$ cat config.mk
export PLATFORM = sky130hd
export DESIGN_NAME = global_control
export DESIGN_NICKNAME = d
export VERILOG_FILES = /design/src/hw/glob_ctl_pkg.sv /design/src/hw/global_control.sv /design/src/hw/pin_sync.sv
export SDC_FILE = /design/constraint.sdc
export NUM_CORES = 1
export LEC_CHECK = 0
export ABC_CLOCK_PERIOD_IN_PS = 1100
export BUFFER_PORTS_ARGS = -buffer_cell sky130_fd_sc_hd__clkbuf_2
export CELL_PAD_IN_SITES_DETAIL_PLACEMENT = 1
export CELL_PAD_IN_SITES_GLOBAL_PLACEMENT = 2
export CORE_ASPECT_RATIO = 1.2
export CORE_MARGIN = 3
export CORE_UTILIZATION = 25
export CTS_BUF_LIST = sky130_fd_sc_hd__clkbuf_8
export DETAILED_ROUTE_END_ITERATION = 8
export GPL_TIMING_DRIVEN = 1
export PLACE_DENSITY = 0.83
export SLEW_MARGIN = 20
export SYNTH_ARGS = -nofsm -noshare
export SYNTH_HDL_FRONTEND = slang
export SYNTH_HIERARCHICAL = 1
export SYNTH_SLANG_ARGS = --single-unit
$ cat constraint.sdc
create_clock -name ref_clk -period 1.1 [get_ports ref_clk]
set_input_delay 0.055 -clock ref_clk [delete_from_list [all_inputs] [get_ports ref_clk]]
set_output_delay 0.055 -clock ref_clk [all_outputs]
set_load 0.01 [all_outputs]
$ cat src/hw/glob_ctl_pkg.sv
// Purpose: Shared constants for the global control and host port select block.
// Assumes: 20 MHz reference clock; field positions of the configuration bytes.
// Notes: Configuration registers arrive as plain ports from the register file.
`default_nettype none
package glob_ctl_pkg;
  localparam int CHANNELS = 22;
  // Channel configuration: rate mode bit.
  localparam int CH_RATE_BIT = 0;
  // General-purpose register fields.
  localparam int GPIO_DIR_LSB = 0;
  localparam int GPIO_LEVEL_LSB = 2;
  localparam int GPIO_PINS = 2;
  // Global configuration: alert pin style field.
  localparam int ALERT_STYLE_LSB = 2;
  localparam logic [1:0] ALERT_STYLE_RESET = 2'h0;
  // Rate modes.
  localparam logic RATE_E1 = 1'b0;
  localparam logic RATE_T1 = 1'b1;
  // Hardware reset sequence length, in ns and ref_clk cycles.
  localparam int CLK_PERIOD_NS = 50;
  localparam int RESET_SEQ_NS = 2000;
  localparam int RESET_SEQ_CYCLES = RESET_SEQ_NS / CLK_PERIOD_NS;
  localparam int RESET_CNT_W = 6;
  // Cycles from a pin change to the filtered level, three stages plus agreement.
  localparam int PIN_SYNC_CYCLES = 4;
  // Host port kinds.
  typedef enum logic [1:0] {
    PORT_SERIAL,
    PORT_PAR_STROBE_RW,
    PORT_PAR_RD_WR
  } host_port_e;
endpackage
`default_nettype wire

$ cat src/hw/global_control.sv
// Purpose: Global pin control: driver enable, rate mode, GPIO, reset, alert, host port select.
// Assumes: Pins are synchronised here; pulled-up pins read high when open.
// Notes: Configuration bits come from the register file as ports.
// Behaviour
// - Driver enable high enables, low tristates drivers
// - Driver enable touches only driver outputs
// - Enable open: global mode; low: per-channel bit
// - Hardware select low E1, open T1/J1
// - Enable low ignores hardware select entirely
// - Each GPIO direction from its own bit
// - Level bits report input, drive output
// - Reset pulse resets device within 2 us
// - Alert asserted for any unmasked pending source
// - Alert drive type, polarity from config field
// - Host port responds only while select low
// - Kind strap: ground serial, supply parallel
// - Mode decides which host pins are used
// - Bus style: ground strobe+rw, open separate strobes
// - Multiplex strap: ground plain, open multiplexed
`default_nettype none
module global_control (
  // Clock and reset
  input  wire logic                    ref_clk,
  input  wire logic                    reset,
  // Device pins
  input  wire logic                    reset_n_pin,
  input  wire logic                    driver_enable_pin,
  input  wire logic                    hw_rate_mode_enable,
  input  wire logic                    hw_rate_mode_select,
  input  wire logic [1:0]              gpio_in,
  output logic      [1:0]              gpio_out,
  output logic      [1:0]              gpio_oe,
  output logic                         host_alert_out,
  output logic                         host_alert_oe,
  input  wire logic                    chip_select_n,
  input  wire logic                    port_kind_strap,
  input  wire logic                    parallel_bus_style_select,
  input  wire logic                    bus_multiplex_select,
  // Register file side
  input  wire logic [21:0]             channel_rate_mode_bit,
  input  wire logic [3:0]              gpio_reg,
  input  wire logic [3:0]              global_config_reg,
  input  wire logic [21:0]             irq_pending,
  input  wire logic [21:0]             irq_mask,
  output logic      [1:0]              gpio_level_read,
  // Line driver and mode outputs
  output logic                         line_driver_enable,
  output logic      [21:0]             channel_rate_mode,
  // Device reset
  output logic                         device_reset,
  // Host port selection
  output logic      [1:0]              host_port_kind,
  output logic                         host_port_multiplexed,
  output logic                         host_port_active
);
  ////////////////////////////////////////////////////////////////////////////
  // Pin synchronisers. Pulled-up pins default high at reset.
  logic [1:0] gpio_sync;
  logic [7:0] ctl_sync;

  pin_sync #(.WIDTH(2), .INIT(2'h0)) u_gpio_sync (
    .ref_clk (ref_clk),
    .reset   (reset),
    .pin     (gpio_in),
    .level   (gpio_sync)
  );

  pin_sync #(.WIDTH(8), .INIT(8'hff)) u_ctl_sync (
    .ref_clk (ref_clk),
    .reset   (reset),
    .pin     ({reset_n_pin, driver_enable_pin, hw_rate_mode_enable,
                hw_rate_mode_select, chip_select_n, port_kind_strap,
                parallel_bus_style_select, bus_multiplex_select}),
    .level   (ctl_sync)
  );

  logic rst_n_s;
  logic oe_s;
  logic hwe_s;
  logic hws_s;
  logic cs_n_s;
  logic kind_s;
  logic style_s;
  logic mux_s;
  // Open pins are pulled up externally, so open and high are one level.
  assign {rst_n_s, oe_s, hwe_s, hws_s, cs_n_s, kind_s, style_s, mux_s} = ctl_sync;

  ////////////////////////////////////////////////////////////////////////////
  // Hardware reset sequencer.
  localparam logic [5:0] RST_LEN = 6'(glob_ctl_pkg::RESET_SEQ_CYCLES -
                                      glob_ctl_pkg::PIN_SYNC_CYCLES);
  logic [5:0] rst_cnt;
  logic [5:0] next_rst_cnt;
  logic       next_device_reset;

  always_comb
  begin
    next_rst_cnt = rst_cnt;
    next_device_reset = device_reset;
    if (!rst_n_s)
    begin
      next_rst_cnt = 6'h00;
      next_device_reset = 1'b1;
    end
    else if (rst_cnt != RST_LEN)
    begin
      // The filter delay is taken off the count, so the sequence fits in 2 us.
      next_rst_cnt = rst_cnt + 6'h01;
      next_device_reset = (rst_cnt + 6'h01) != RST_LEN;
    end
    else
    begin
      next_device_reset = 1'b0;
    end
  end

  always_ff @(posedge ref_clk)
  begin
    if (reset)
    begin
      rst_cnt <= 6'h00;
      device_reset <= 1'b1;
    end
    else
    begin
      rst_cnt <= next_rst_cnt;
      device_reset <= next_device_reset;
    end
  end

  ////////////////////////////////////////////////////////////////////////////
  // Modes, GPIO, alert and host port selection.
  function automatic logic alert_level(input logic pend, input logic [1:0] style);
    // Style bit 1 selects active high; bit 0 selects push-pull.
    alert_level = style[1] ? pend : ~pend;
  endfunction

  logic        in_reset;
  logic        any_irq;
  logic [1:0]  alert_style;
  logic        next_line_driver_enable;
  logic [21:0] next_channel_rate_mode;
  logic [1:0]  next_gpio_out;
  logic [1:0]  next_gpio_oe;
  logic [1:0]  next_gpio_level_read;
  logic        next_host_alert_out;
  logic        next_host_alert_oe;
  logic [1:0]  next_host_port_kind;
  logic        next_host_port_multiplexed;
  logic        next_host_port_active;

  assign in_reset = device_reset;
  assign alert_style = global_config_reg[glob_ctl_pkg::ALERT_STYLE_LSB +: 2];

  always_comb
  begin
    // Only the driver state follows the pin; nothing else reads it.
    next_line_driver_enable = oe_s & ~in_reset;
    for (int c = 0; c < glob_ctl_pkg::CHANNELS; c++)
    begin
      // With the enable low the hardware select is never looked at.
      next_channel_rate_mode[c] = hwe_s ? hws_s : channel_rate_mode_bit[c];
    end
    for (int g = 0; g < glob_ctl_pkg::GPIO_PINS; g++)
    begin
      next_gpio_oe[g] = gpio_reg[glob_ctl_pkg::GPIO_DIR_LSB + g] & ~in_reset;
      next_gpio_out[g] = gpio_reg[glob_ctl_pkg::GPIO_LEVEL_LSB + g];
      next_gpio_level_read[g] = gpio_reg[glob_ctl_pkg::GPIO_DIR_LSB + g]
        ? gpio_reg[glob_ctl_pkg::GPIO_LEVEL_LSB + g] : gpio_sync[g];
    end
    any_irq = |(irq_pending & ~irq_mask) & ~in_reset;
    next_host_alert_out = alert_level(any_irq, alert_style);
    // Open drain drives only when active, and only the low level is driven.
    next_host_alert_oe = alert_style[0] | (any_irq & ~alert_style[1]);
    if (!kind_s)
    begin
      next_host_port_kind = 2'(glob_ctl_pkg::PORT_SERIAL);
    end
    else if (!style_s)
    begin
      next_host_port_kind = 2'(glob_ctl_pkg::PORT_PAR_STROBE_RW);
    end
    else
    begin
      next_host_port_kind = 2'(glob_ctl_pkg::PORT_PAR_RD_WR);
    end
    next_host_port_multiplexed = kind_s & mux_s;
    // The port follows the select level; one fall per access is left to the host.
    next_host_port_active = ~cs_n_s & ~in_reset;
  end

  always_ff @(posedge ref_clk)
  begin
    if (reset)
    begin
      line_driver_enable <= 1'b0;
      channel_rate_mode <= '0;
      gpio_out <= 2'h0;
      gpio_oe <= 2'h0;
      gpio_level_read <= 2'h0;
      host_alert_out <= 1'b1;
      host_alert_oe <= 1'b0;
      host_port_kind <= 2'h0;
      host_port_multiplexed <= 1'b0;
      host_port_active <= 1'b0;
    end
    else
    begin
      line_driver_enable <= next_line_driver_enable;
      channel_rate_mode <= next_channel_rate_mode;
      gpio_out <= next_gpio_out;
      gpio_oe <= next_gpio_oe;
      gpio_level_read <= next_gpio_level_read;
      host_alert_out <= next_host_alert_out;
      host_alert_oe <= next_host_alert_oe;
      host_port_kind <= next_host_port_kind;
      host_port_multiplexed <= next_host_port_multiplexed;
      host_port_active <= next_host_port_active;
    end
  end
endmodule
`default_nettype wire

$ cat src/hw/pin_sync.sv
// Purpose: Three-stage synchroniser with agreement filter for slow pins.
// Assumes: Input is asynchronous to ref_clk.
// Notes: Output changes only when stages two and three agree.
`default_nettype none
module pin_sync #(
  parameter int         WIDTH = 1,
  parameter logic [WIDTH-1:0] INIT = '0
)(
  // Clock and reset
  input  wire logic             ref_clk,
  input  wire logic             reset,
  // Data
  input  wire logic [WIDTH-1:0] pin,
  output logic      [WIDTH-1:0] level
);
  logic [WIDTH-1:0] s1;
  logic [WIDTH-1:0] s2;
  logic [WIDTH-1:0] s3;
  logic [WIDTH-1:0] next_level;

  always_comb
  begin
    for (int i = 0; i < WIDTH; i++)
    begin
      next_level[i] = (s2[i] == s3[i]) ? s3[i] : level[i];
    end
  end

  always_ff @(posedge ref_clk)
  begin
    if (reset)
    begin
      s1 <= INIT;
      s2 <= INIT;
      s3 <= INIT;
      level <= INIT;
    end
    else
    begin
      s1 <= pin;
      s2 <= s1;
      s3 <= s2;
      level <= next_level;
    end
  end
endmodule
`default_nettype wire

=== Yosys cells after proc, flatten, opt, wreduce, memory -nomap -nowiden ===
Index checks and enable logic that the tools add are counted.

* Bits in registers: 82
* Bits of input ports: 86
* Output and inout port bits: 36
* Word-level logic and storage cells: 87

* Add/subtract/negate cells: 1
* Equal/unequal tests: 12
* Mux-type cells: 27
* Bitwise operators: 16
* Reductions and logical operators: 3

{| class="wikitable"
|+ Operator list
! cell !! count
|-
| 2-to-1 mux 1 bit || 26
|-
| bitwise AND 22 bit || 1
|-
| NOT 22 bit || 1
|-
| OR reduction 22 bit || 1
|-
| != test 6 bit (second input constant) || 2
|-
| == test 1 bit || 10
|-
| bitwise AND 1 bit || 7
|-
| adder 6 x 1 -> 6 bit (second input constant) || 1
|-
| NOT 1 bit || 6
|-
| OR reduction 2 bit || 2
|-
| 2-to-1 mux 2 bit || 1
|-
| OR 1 bit || 1
|}

=== Longest topological paths before layout ===
Gate-level depths: netlist of run 1.

* Depth after elaboration: 6
* Gate-level depth with buffers: 7
* Mapped depth without buffers: 7

=== Cells and area by module ===
Netlist of run 1, hierarchy kept.

{| class="wikitable"
|+ Modules (own cells, without submodules)
! module !! instances !! cells each !! area an instance (µm²) !! seq. area each (µm²)
|-
| global_control || 1 || 176 || 1609.0 || 840.8
|-
| pin_sync at u_ctl_sync || 1 || 83 || 954.7 || 640.6
|-
| pin_sync at u_gpio_sync || 1 || 20 || 227.7 || 160.2
|}

=== Worst setup path after synthesis of run 1 ===
OpenSTA, ideal clock, no wires.

* Path type: reg-to-reg
* Start point: register rst_cnt[2]
* End point: register device_reset
* Setup time: 0.123 ns
* Data arrival time: 1.074 ns
* Required time: 0.977 ns
* Path slack: -0.096 ns
* Stages on the path, launching flop included: 5
* Path buffers: 0
* Clock period less this slack: 1.196 ns
* Path through: dfxtp_1 nand3_2 or3_1 a21oi_2 o21ai_2

* Word-level cells in the longest chain between the ends: 3
* Elaborated cells between the ends (all ways): 4
* Classes of those cells: add/sub (1); eq/ne (2); mux (1)

{| class="wikitable"
|+ Ends and longest elaborated chain
! element !! line !! source
|-
| start: declaration || global_control.sv:92 || <nowiki>logic [5:0] rst_cnt;</nowiki>
|-
| start signal: assignment || global_control.sv:126 || <nowiki>rst_cnt <= next_rst_cnt;</nowiki>
|-
| adder 6 x 1 -> 6 bit || global_control.sv:109 || <nowiki>next_device_reset = (rst_cnt + 6'h01) != RST_LEN;</nowiki>
|-
| != test 6 bit || global_control.sv:109 ||
|-
| 2-to-1 mux 1 bit * || global_control.sv:105 || <nowiki>else if (rst_cnt != RST_LEN)</nowiki>
|-
| end signal: assignment || global_control.sv:127 || <nowiki>device_reset <= next_device_reset;</nowiki>
|-
| end: declaration || global_control.sv:50 || <nowiki>output logic device_reset,</nowiki>
|}

Every way passes the cells marked *; elsewhere a longest branch is shown, timed or not.
A chain may end at the register's enable or synchronous reset.

=== Worst setup path after layout of run 1 ===
* Start point: register rst_cnt[4]
* End point: register rst_cnt[0]

* Word-level cells in the longest chain between the ends: 1

{| class="wikitable"
|+ Ends and longest elaborated chain
! element !! line
|-
| != test 6 bit || global_control.sv:105
|}

No other way between the ends.

==> results.txt, run 1 <==
status -> finished with violations
failing checks -> setup timing
average wire per standard cell -> 12.3 um
fin. max-slew vios -> 0
via count -> 2456
# IOs -> 122
grt ovf -> 0
post-synthesis mux area share -> 0.00717
cells on worst reg2reg path -> 5
RR Startpoint -> rst_cnt[4]
vias in the first global route -> 2540
met1 usage -> 0.128
critical path type -> reg -> reg
max-cap violations -> 0
clock sink count -> 82
final hold vios -> 0
largest family of logic cells by synthesized area -> simple AND/OR/NAND/NOR gates
Avg Vias per Cell -> 4.21
top cell type's share of synthesized area -> 0.588
first-pass GRT wire length -> 11300 um
total design power -> 5.53 mW
FFs w/ async S/R, synth -> 0
Die X -> 102 um
post-route cell area -> 4180 um2
port bufs -> 119
starting density of the core -> 0.260
grt met2 use -> 0.204
post-synthesis register bit count -> 82
CP Capture Type -> flop
ys flop type -> dfxtp_1
ANT nets after route -> 0
1st-iter DRT viols -> 51
Post-Synth Simple-Gate Area -> 0.211
flop-to-flop setup slack -> -40 ps
largest net degree at the start of global routing -> 38
row cnt -> 41
largest area contributor in the netlist -> dfxtp_1
full die area -> 12500 um2
Distinct cells, synth -> 35
most frequent cell after synthesis -> dfxtp_1
hold path depth -> 2
GRT Total Usage -> 0.118
DRT Wirelength -> 7150 um
gpl congestion -> 0.691
Post-DP HPWL -> 5250 um
core area -> 10700 um2
Worst VDD drop -> 0.000517 V
Post-synth EDFFs -> 0
compound-cell area share of the yosys netlist -> 0.118
global routing's busiest layer -> met2
Final WS setup -> -42.2 ps
final cell count without fillers -> 584
Register Area -> 1650 um2
Synth warnings -> 6
power per cell area -> 1320 nW/um2
XOR/XNOR Fraction of Synth Area -> 0.0126
slowest stage cell, crit path -> dfxtp_2
fin nets -> 541
clk_lat worst skew -> 340 ps
Die H -> 122 um
FF-to-FF End -> rst_cnt[0]
Synth Net Count -> 368
syn_area_per_cell -> 10.0 um2
DRC -> 0
CTS tree -> done
iteration count of the initial detailed-routing pass -> 4
clk root buf -> clkbuf_8
initial antenna violation count -> 0
area of the multi-input gates -> 1030 um2
fin crit period -> 1140 ps
Max clock buf depth -> 2
post-synthesis adder-cell area fraction -> 0.0134
min-delay src -> reset
Inserted Clock Buffers -> 9
WP data arrival -> 1370 ps
Synth area leaders -> dfxtp_1 59%, nand2b_1 6.5%, a21oi_1 6.1%
Worst Hold Class -> in -> reg
Largest stage delay, worst path -> 330 ps
WHS Endpoint -> u_ctl_sync/s3[6]
setup tns final -> -79.0 ps
Synth Instances -> 279
clk_skew -> 8.67 ps
setup violators final -> 2
period utilization -> 1.04
pre-CTS setup slack -> -209 ps
Crit Path Max Fanout -> 4
placed inst area -> 3610 um2
worst path cell trace -> buf_4 -> nor2_1 -> and4_4 -> xnor2_1 -> nor2_1
Synth Cell Area -> 2790 um2
most used cell, CP -> nor2_1
crit start category -> flop
post-synthesis sequential area ratio -> 0.588
GR Layer Usage met3 -> 0.0241
WP data required -> 1320 ps
Leak -> 1.92 nW
Worst slew margin -> 0.785
Clk pin slew, worst setup/hold paths -> 70 ps
Diodes inserted -> 0
Area Growth Syn to Fin -> 49.7%
layout cells sized above 1 -> 0.358
htree depth -> 3
Worst-Margin Slew -> 318 ps
placed insts -> 531
unrepaired setup endpoints after global routing -> yes
Fillers -> 1251
fmax -> 876 MHz
commonest cells in the netlist -> 82 x dfxtp_1, 34 x a21oi_1, 29 x nand2b_1, 24 x or2_1, 19 x inv_1
-- cell families (layout without fill, tap and decap cells) --
logic type | after synthesis | after routing
adder cells (fa/ha/maj) | 3 | 3
AND/OR/NAND/NOR | 101 | 101
multiplexers | 2 | 2
XOR/XNOR | 4 | 4
buffers and inverters | 30 | 206
flip-flops | 82 | 82
AO/OA/AOI/OAI | 57 | 57
-- placed cells by master (no fill, tap or decap), types with 3 or more instances in the layout --
cell             n
clkbuf_2       119
nor3_1           5
and2_1           3
ha_1             3
buf_4           16
o22ai_1          7
o21bai_1         8
dfxtp_2          5
dfxtp_1         77
a21oi_1         34
nand2b_1        29
dlygate4sd3_1   37
nor2b_1          7
clkbuf_8        10
nor2_1          16
nand2_1          5
inv_1           20
or2_1           24
-- power breakdown --
part | switching (mW) | leakage, nW | internal (mW)
Combinational | 0.232 | 1.16 | 0.343
Sequential | 0.0446 | 0.680 | 3.09
Clock | 0.984 | 0.0852 | 0.840
-- worst max-delay path by stage --
| stage | start | to | slack (ps) | cells after the start |
|---|---|---|---|---|
| CTS | rst_cnt[4] | device_reset | -30 | 4 |
| floorplan | rst_cnt[0] | rst_cnt[0] | -40 | 5 |
| finish | rst_cnt[4] | rst_cnt[0] | -40 | 5 |
| global route | rst_cnt[1] | device_reset | -100 | 4 |
| detailed placement | irq_mask[20] | host_alert_out | -210 | 7 |
| global placement | irq_mask[0] | host_alert_out | -210 | 7 |
-- layout make-up --
class,count,area share
Clock buffer,10,0.0329
Clock inverter,4,0.00509
Inverter,19,0.0171
Multi-Input combinational cell,167,0.247
Sequential cell,82,0.394
Tap cell,129,0.0386
Timing Repair Buffer,173,0.265
-- critical path, delay by kind of cell, from the launching register on --
family,cells,cell delay (ps)
XOR/XNOR,1,120
buffers and inverters,1,120
flip-flops,1,330
AND/OR/NAND/NOR,3,450
-- timing repair --
| action | in CTS | in global routing |
|---|---|---|
| pin swaps | 4 | 2 |
| setup endpoints to repair | 4 | 3 |
| endpoints found under the hold margin | 39 | 0 |
| resized for setup | 6 | 2 |
| buffers inserted | 0 | 2 |
| hold buffers | 37 | 0 |
-- through the flow --
stage | util | hold WS (ps)
floorplan | - | 121
global placement | 0.337 | 237
detailed placement | 0.337 | 238
finish | 0.390 | 54.3
CTS | 0.387 | 52.0
global route | 0.390 | 74.6
-- flip-flops by register name, indices dropped and copies added, names as in the netlist, 6 cells and up --
register	count
rst_cnt	6
u_ctl_sync/s3	8
u_ctl_sync/s1	8
channel_rate_mode	22
u_ctl_sync/s2	8
u_ctl_sync/level	8
-- layer usage --
metal / share of wire / up-vias / wire, um
met5: 0 / - / 0
met4: 0.028 / 0 / 202
met3: 0.048 / 13 / 345
met2: 0.52 / 70 / 3690
li1: - / 1251 / -
met1: 0.41 / 1122 / 2920
(Power assumes the default switching activity.)
==> inputs of run 2 (changes only) <==
--- a/config.mk
+++ b/config.mk
@@ -11,11 +11,11 @@
 export CELL_PAD_IN_SITES_GLOBAL_PLACEMENT = 2
 export CORE_ASPECT_RATIO = 1.2
 export CORE_MARGIN = 3
-export CORE_UTILIZATION = 25
-export CTS_BUF_LIST = sky130_fd_sc_hd__clkbuf_8
+export CORE_UTILIZATION = 24
 export DETAILED_ROUTE_END_ITERATION = 8
 export GPL_TIMING_DRIVEN = 1
-export PLACE_DENSITY = 0.83
+export MAX_ROUTING_LAYER = met4
+export PLACE_DENSITY = 0.81
 export SLEW_MARGIN = 20
 export SYNTH_ARGS = -nofsm -noshare
 export SYNTH_HDL_FRONTEND = slang
==> results.txt, run 2 (synthesized netlist as in run 1, its figures left out) <==
most frequent cells in the layout -> 119 x clkbuf_2, 77 x dfxtp_1, 37 x dlygate4sd3_1
Worst Path Buf+Inv -> 0 (-1)
htree depth -> 3 (unchanged)
Inserted Clock Buffers -> 9 (unchanged)
placed insts -> 553 (+4.1%)
Clk pin slew, worst setup/hold paths -> 60 ps (about the same)
clock sink count -> 82 (unchanged)
fin nets -> 537 (-0.74%)
final cell count without fillers -> 605 (+3.6%)
CTS tree -> done
via count -> 2465 (+0.37%)
clk_skew -> 3.21 ps (-5.46 ps)
ANT nets after route -> 0 (unchanged)
Fillers -> 1315 (+5.1%)
Worst Hold Class -> in -> reg
min-delay src -> global_config_reg[3]
first-pass GRT wire length -> 11900 um (+4.8%)
Largest stage delay, worst path -> 370 ps (+40 ps)
Top reg by flops -> channel_rate_mode
Avg Vias per Cell -> 4.07 (-3.1%)
Worst-Margin Slew -> 288 ps (-30.7 ps)
Worst slew margin -> 0.808 (+0.0227)
Area Growth Syn to Fin -> 55.9%
largest net degree at the start of global routing -> 36 (-5.3%)
setup violators final -> 1 (-1)
crit start category -> flop
WP data required -> 1310 ps (about the same)
Leak -> 1.97 nW (+2.7%)
commonest non-fill, non-tap cell in the layout -> clkbuf_2
worst path cell trace -> nand2_2 -> or3_1 -> a21oi_2 -> o21ai_2
Crit Path Max Fanout -> 3 (-1)
starting density of the core -> 0.249 (-0.0110)
Crit path max-delay family -> simple AND/OR/NAND/NOR gates
vias in the first global route -> 2583 (+1.7%)
Post-DP HPWL -> 5190 um (-1.0%)
max-cap violations -> 0 (unchanged)
1st-iter DRT viols -> 66 (+29%)
hold_ws -> 88.1 ps (+33.8 ps)
fin crit period -> 1140 ps (-0.580 ps)
Final WS setup -> -41.6 ps (+0.580 ps)
average wire per standard cell -> 12.2 um (-0.50%)
timing startpoint of the critical path -> rst_cnt[4]
WP data arrival -> 1350 ps (-20 ps)
unrepaired setup endpoints after global routing -> yes
DRT Wirelength -> 7370 um (+3.1%)
gpl congestion -> 0.713 (+3.2%)
full die area -> 13000 um2 (+3.9%)
Die X -> 104 um (+1.9%)
post-route cell area -> 4350 um2 (+4.1%)
Worst VDD drop -> 0.000540 V (+4.5%)
status -> finished with violations
period utilization -> 1.04 (about the same)
row cnt -> 42 (+2.4%)
final hold vios -> 0 (unchanged)
initial antenna violation count -> 0 (unchanged)
clk_lat worst skew -> 320 ps (-20 ps)
DRC -> 0 (unchanged)
clk root buf -> clkbuf_16
GRT Total Usage -> 0.118 (-0.000413)
layout cells sized above 1 -> 0.359 (+0.000960)
# IOs -> 122 (unchanged)
Register Area -> 1650 um2 (+0.15%)
core area -> 11200 um2 (+4.4%)
placed inst area -> 3630 um2 (+0.59%)
CP Capture Type -> flop
fmax -> 876 MHz (about the same)
port bufs -> 119 (unchanged)
fin. max-slew vios -> 0 (unchanged)
area of the multi-input gates -> 1040 um2 (+0.73%)
grt ovf -> 0 (unchanged)
max FFs per register -> 22 (unchanged)
RR Startpoint -> rst_cnt[4]
failing checks -> setup timing
Die H -> 124 um (+2.0%)
critical path type -> reg -> reg
Max clock buf depth -> 2 (unchanged)
power per cell area -> 1570 nW/um2 (+19%)
Diodes inserted -> 0 (unchanged)
slowest stage cell, crit path -> or3_1
iteration count of the initial detailed-routing pass -> 4 (unchanged)
run 2: cell types whose count changed in the layout (fill, tap and decap cells not counted), sizes merged:
cell / change
buf: -4
bufinv: +2
clkbuf: +1
clkinv: -1
clkinvlp: -1
inv: -1
run 2: where the power goes:
group	total (mW)	switching (mW)	internal (mW)	leakage, nW
Sequential	3.13	0.0442	3.09	0.681
Combinational	0.582	0.237	0.345	1.14
Clock	3.12	1.10	2.02	0.151
run 2: area by class of cell:
cell class                 count  area share
clock buffer                  11      0.0558
clock inverter                 3      0.0150
inverter                      19      0.0164
multi-input combinational    167       0.239
sequential                    82       0.379
tap                          154      0.0443
timing repair buffer         169       0.250
run 2: metrics by stage:
stage / TNS, ps / setup slack (ps) / power (mW) / utilization
finish: -41.6 / -41.6 / 6.84 / 0.389
global route: -208 / -91.4 / 7.15 / 0.389
CTS: -21.0 / -20.0 / 6.95 / 0.387
detailed placement: -543 / -212 / 3.66 / 0.324
global placement: -385 / -216 / 3.64 / 0.324
floorplan: -88.5 / -44.9 / 3.39 / -
run 2: routing by layer:
metal,wire (um),global-route usage,vias to the layer above
met5,0,-,-
met4,143,0.0623,0
met3,334,0.0223,14
met2,3950,0.211,73
met1,2940,0.124,1135
li1,-,-,1243
run 2: final timing paths:
path / to / slack [ps] / cells past startpoint
setup / recovery: device_reset / -40 / 4
hold / removal: host_alert_out / 90 / 4
setup reg to reg: device_reset / -40 / 4
hold reg to reg: u_ctl_sync/s2[7] / 400 / 1
run 2: worst min-delay path, delay by kind of cell:
kind / cells / cell delay [ps]
buffers and inverters: 2 / 130
adder cells (fa/ha/maj): 1 / 110
AND/OR/NAND/NOR: 1 / 90
run 2: timing repair:
item | CTS | global route
hold buffers | 37 | 0
pin swaps | 4 | 1
buffers inserted | 0 | 1
resized for setup | 10 | 3
endpoints found under the hold margin | 39 | 0
setup endpoints to repair | 4 | 5
cloned | 0 | 0
==> inputs of run 3 (changes only) <==
--- a/config.mk
+++ b/config.mk
@@ -7,15 +7,13 @@
 export LEC_CHECK = 0
 export ABC_CLOCK_PERIOD_IN_PS = 1100
 export BUFFER_PORTS_ARGS = -buffer_cell sky130_fd_sc_hd__clkbuf_2
-export CELL_PAD_IN_SITES_DETAIL_PLACEMENT = 1
-export CELL_PAD_IN_SITES_GLOBAL_PLACEMENT = 2
 export CORE_ASPECT_RATIO = 1.2
 export CORE_MARGIN = 3
-export CORE_UTILIZATION = 24
+export CORE_UTILIZATION = 42
 export DETAILED_ROUTE_END_ITERATION = 8
 export GPL_TIMING_DRIVEN = 1
 export MAX_ROUTING_LAYER = met4
-export PLACE_DENSITY = 0.81
+export PLACE_DENSITY = 0.82
 export SLEW_MARGIN = 20
 export SYNTH_ARGS = -nofsm -noshare
 export SYNTH_HDL_FRONTEND = slang
==> results.txt, run 3 (synthesized netlist as in run 1, its figures left out) <==
FF-to-FF End -> device_reset
clk_skew -> 8.96 ps (+5.75 ps)
Inserted Clock Buffers -> 9 (unchanged)
cells on worst reg2reg path -> 4 (unchanged)
port bufs -> 119 (unchanged)
Clk pin slew, worst setup/hold paths -> 80 ps (+20 ps)
fin crit period -> 1140 ps (-4.43 ps)
DRT Wirelength -> 6460 um (-12%)
# IOs -> 122 (unchanged)
most frequent cells in the layout -> 119 x clkbuf_2, 76 x dfxtp_1, 37 x dlygate4sd3_1
clk root buf -> clkbuf_8
placed insts -> 480 (-13%)
row cnt -> 31 (-26%)
period utilization -> 1.03 (-0.00403)
Worst VDD drop -> 0.000894 V (+65%)
gpl congestion -> 0.850 (+19%)
WP data arrival -> 1360 ps (about the same)
final hold vios -> 0 (unchanged)
WHS Endpoint -> host_alert_out
iteration count of the initial detailed-routing pass -> 4 (unchanged)
unrepaired setup endpoints after global routing -> yes
post-route cell area -> 4220 um2 (-3.1%)
via count -> 2431 (-1.4%)
placed inst area -> 3530 um2 (-2.7%)
fin. max-slew vios -> 0 (unchanged)
largest net degree at the start of global routing -> 32 (-11%)
Fillers -> 472 (-64%)
setup tns final -> -41.8 ps (-0.143 ps)
Final WS setup -> -37.2 ps (+4.43 ps)
hold path depth -> 4 (unchanged)
initial antenna violation count -> 0 (unchanged)
first-pass GRT wire length -> 10300 um (-13%)
average wire per standard cell -> 12.1 um (-0.53%)
power per cell area -> 1520 nW/um2 (-3.2%)
Post-DP HPWL -> 4280 um (-18%)
final cell count without fillers -> 533 (-12%)
clk_lat worst skew -> 330 ps (about the same)
Leak -> 1.94 nW (-1.5%)
WP data required -> 1330 ps (+20 ps)
grt ovf -> 0 (unchanged)
Die H -> 95.3 um (-23%)
CTS tree -> done
vias in the first global route -> 2441 (-5.5%)
total design power -> 6.41 mW (-6.2%)
flop-to-flop setup slack -> -40 ps (about the same)
commonest non-fill, non-tap cell in the layout -> clkbuf_2
htree depth -> 3 (unchanged)
Worst slew margin -> 0.793 (-0.0156)
Avg Vias per Cell -> 4.56 (+12%)
fmax -> 879 MHz (+0.39%)
starting density of the core -> 0.447 (+0.198)
full die area -> 7660 um2 (-41%)
1st-iter DRT viols -> 97 (+47%)
crit start category -> flop
pre-CTS setup slack -> -187 ps (+25.3 ps)
layout cells sized above 1 -> 0.361 (+0.00222)
RR Startpoint -> rst_cnt[4]
max FFs per register -> 22 (unchanged)
DRC -> 0 (unchanged)
fin nets -> 536 (-0.19%)
Die X -> 80.4 um (-23%)
clock sink count -> 82 (unchanged)
failing checks -> setup timing
hold_ws -> 108 ps (+19.7 ps)
Area Growth Syn to Fin -> 51.1%
status -> finished with violations
Worst-Margin Slew -> 311 ps (+23.4 ps)
Diodes inserted -> 0 (unchanged)
GRT Total Usage -> 0.177 (+0.0590)
CP Capture Type -> flop
core area -> 6240 um2 (-44%)
setup violators final -> 2 (+1)
ANT nets after route -> 0 (unchanged)
critical path type -> reg -> reg
min-delay src -> global_config_reg[3]
Crit Path Max Fanout -> 3 (unchanged)
Max clock buf depth -> 2 (unchanged)
max-cap violations -> 0 (unchanged)
Worst Hold Class -> in -> reg
final core occ -> 0.675 (+0.287)
Top reg by flops -> channel_rate_mode
-- run 3: cell types whose count changed in the layout (fill, tap and decap cells not counted), sizes merged --
cell and change:
bufinv +2, buf -1, clkbuf -1, clkinv -1
clkinvlp +1
-- run 3: timing repair --
action / 4_1_cts / 5_1_grt
pin swaps: 4 / 3
setup endpoints to repair: 5 / 6
resized for setup: 6 / 10
setup buffers: 0 / 1
hold buffers: 37 / 0
hold endpoints to repair: 39 / 0
-- run 3: worst max-delay path by stage --
stage / from / end / slack (ps) / cells past startpoint
finish: rst_cnt[4] / device_reset / -40 / 4
global route: rst_cnt[0] / device_reset / -80 / 4
CTS: rst_cnt[1] / device_reset / -30 / 4
detailed placement: irq_mask[20] / host_alert_out / -190 / 7
global placement: irq_mask[20] / host_alert_out / -170 / 7
floorplan: rst_cnt[0] / rst_cnt[0] / -40 / 5
-- run 3: metal layers --
layer  wire [um]  up-vias  track usage
li1            -     1244            -
met1        2500     1096        0.178
met2        3510       74        0.326
met3         273       17       0.0236
met4         176        0       0.0958
met5           0        -            -
-- run 3: final cells by class --
cell class,count,area [um2],area share
Sequential cell,82,1650,0.392
Clock buffer,10,128,0.0303
Timing Repair Buffer,168,1080,0.256
Multi-Input combinational cell,167,1060,0.250
Tap cell,82,103,0.0243
Clock inverter,5,128,0.0303
Inverter,19,71.3,0.0169
-- run 3: report_power, final --
group | switching, mW | internal, mW | total [mW]
Clock | 0.985 | 1.73 | 2.71
Sequential | 0.0441 | 3.08 | 3.13
Combinational | 0.232 | 0.342 | 0.574
-- run 3: critical path, cell delays in order (launching register included) --
cell,delay (ps)
dfxtp_2,360
nand2_2,60
or3_4,380
a21oi_4,170
o21ai_2,60
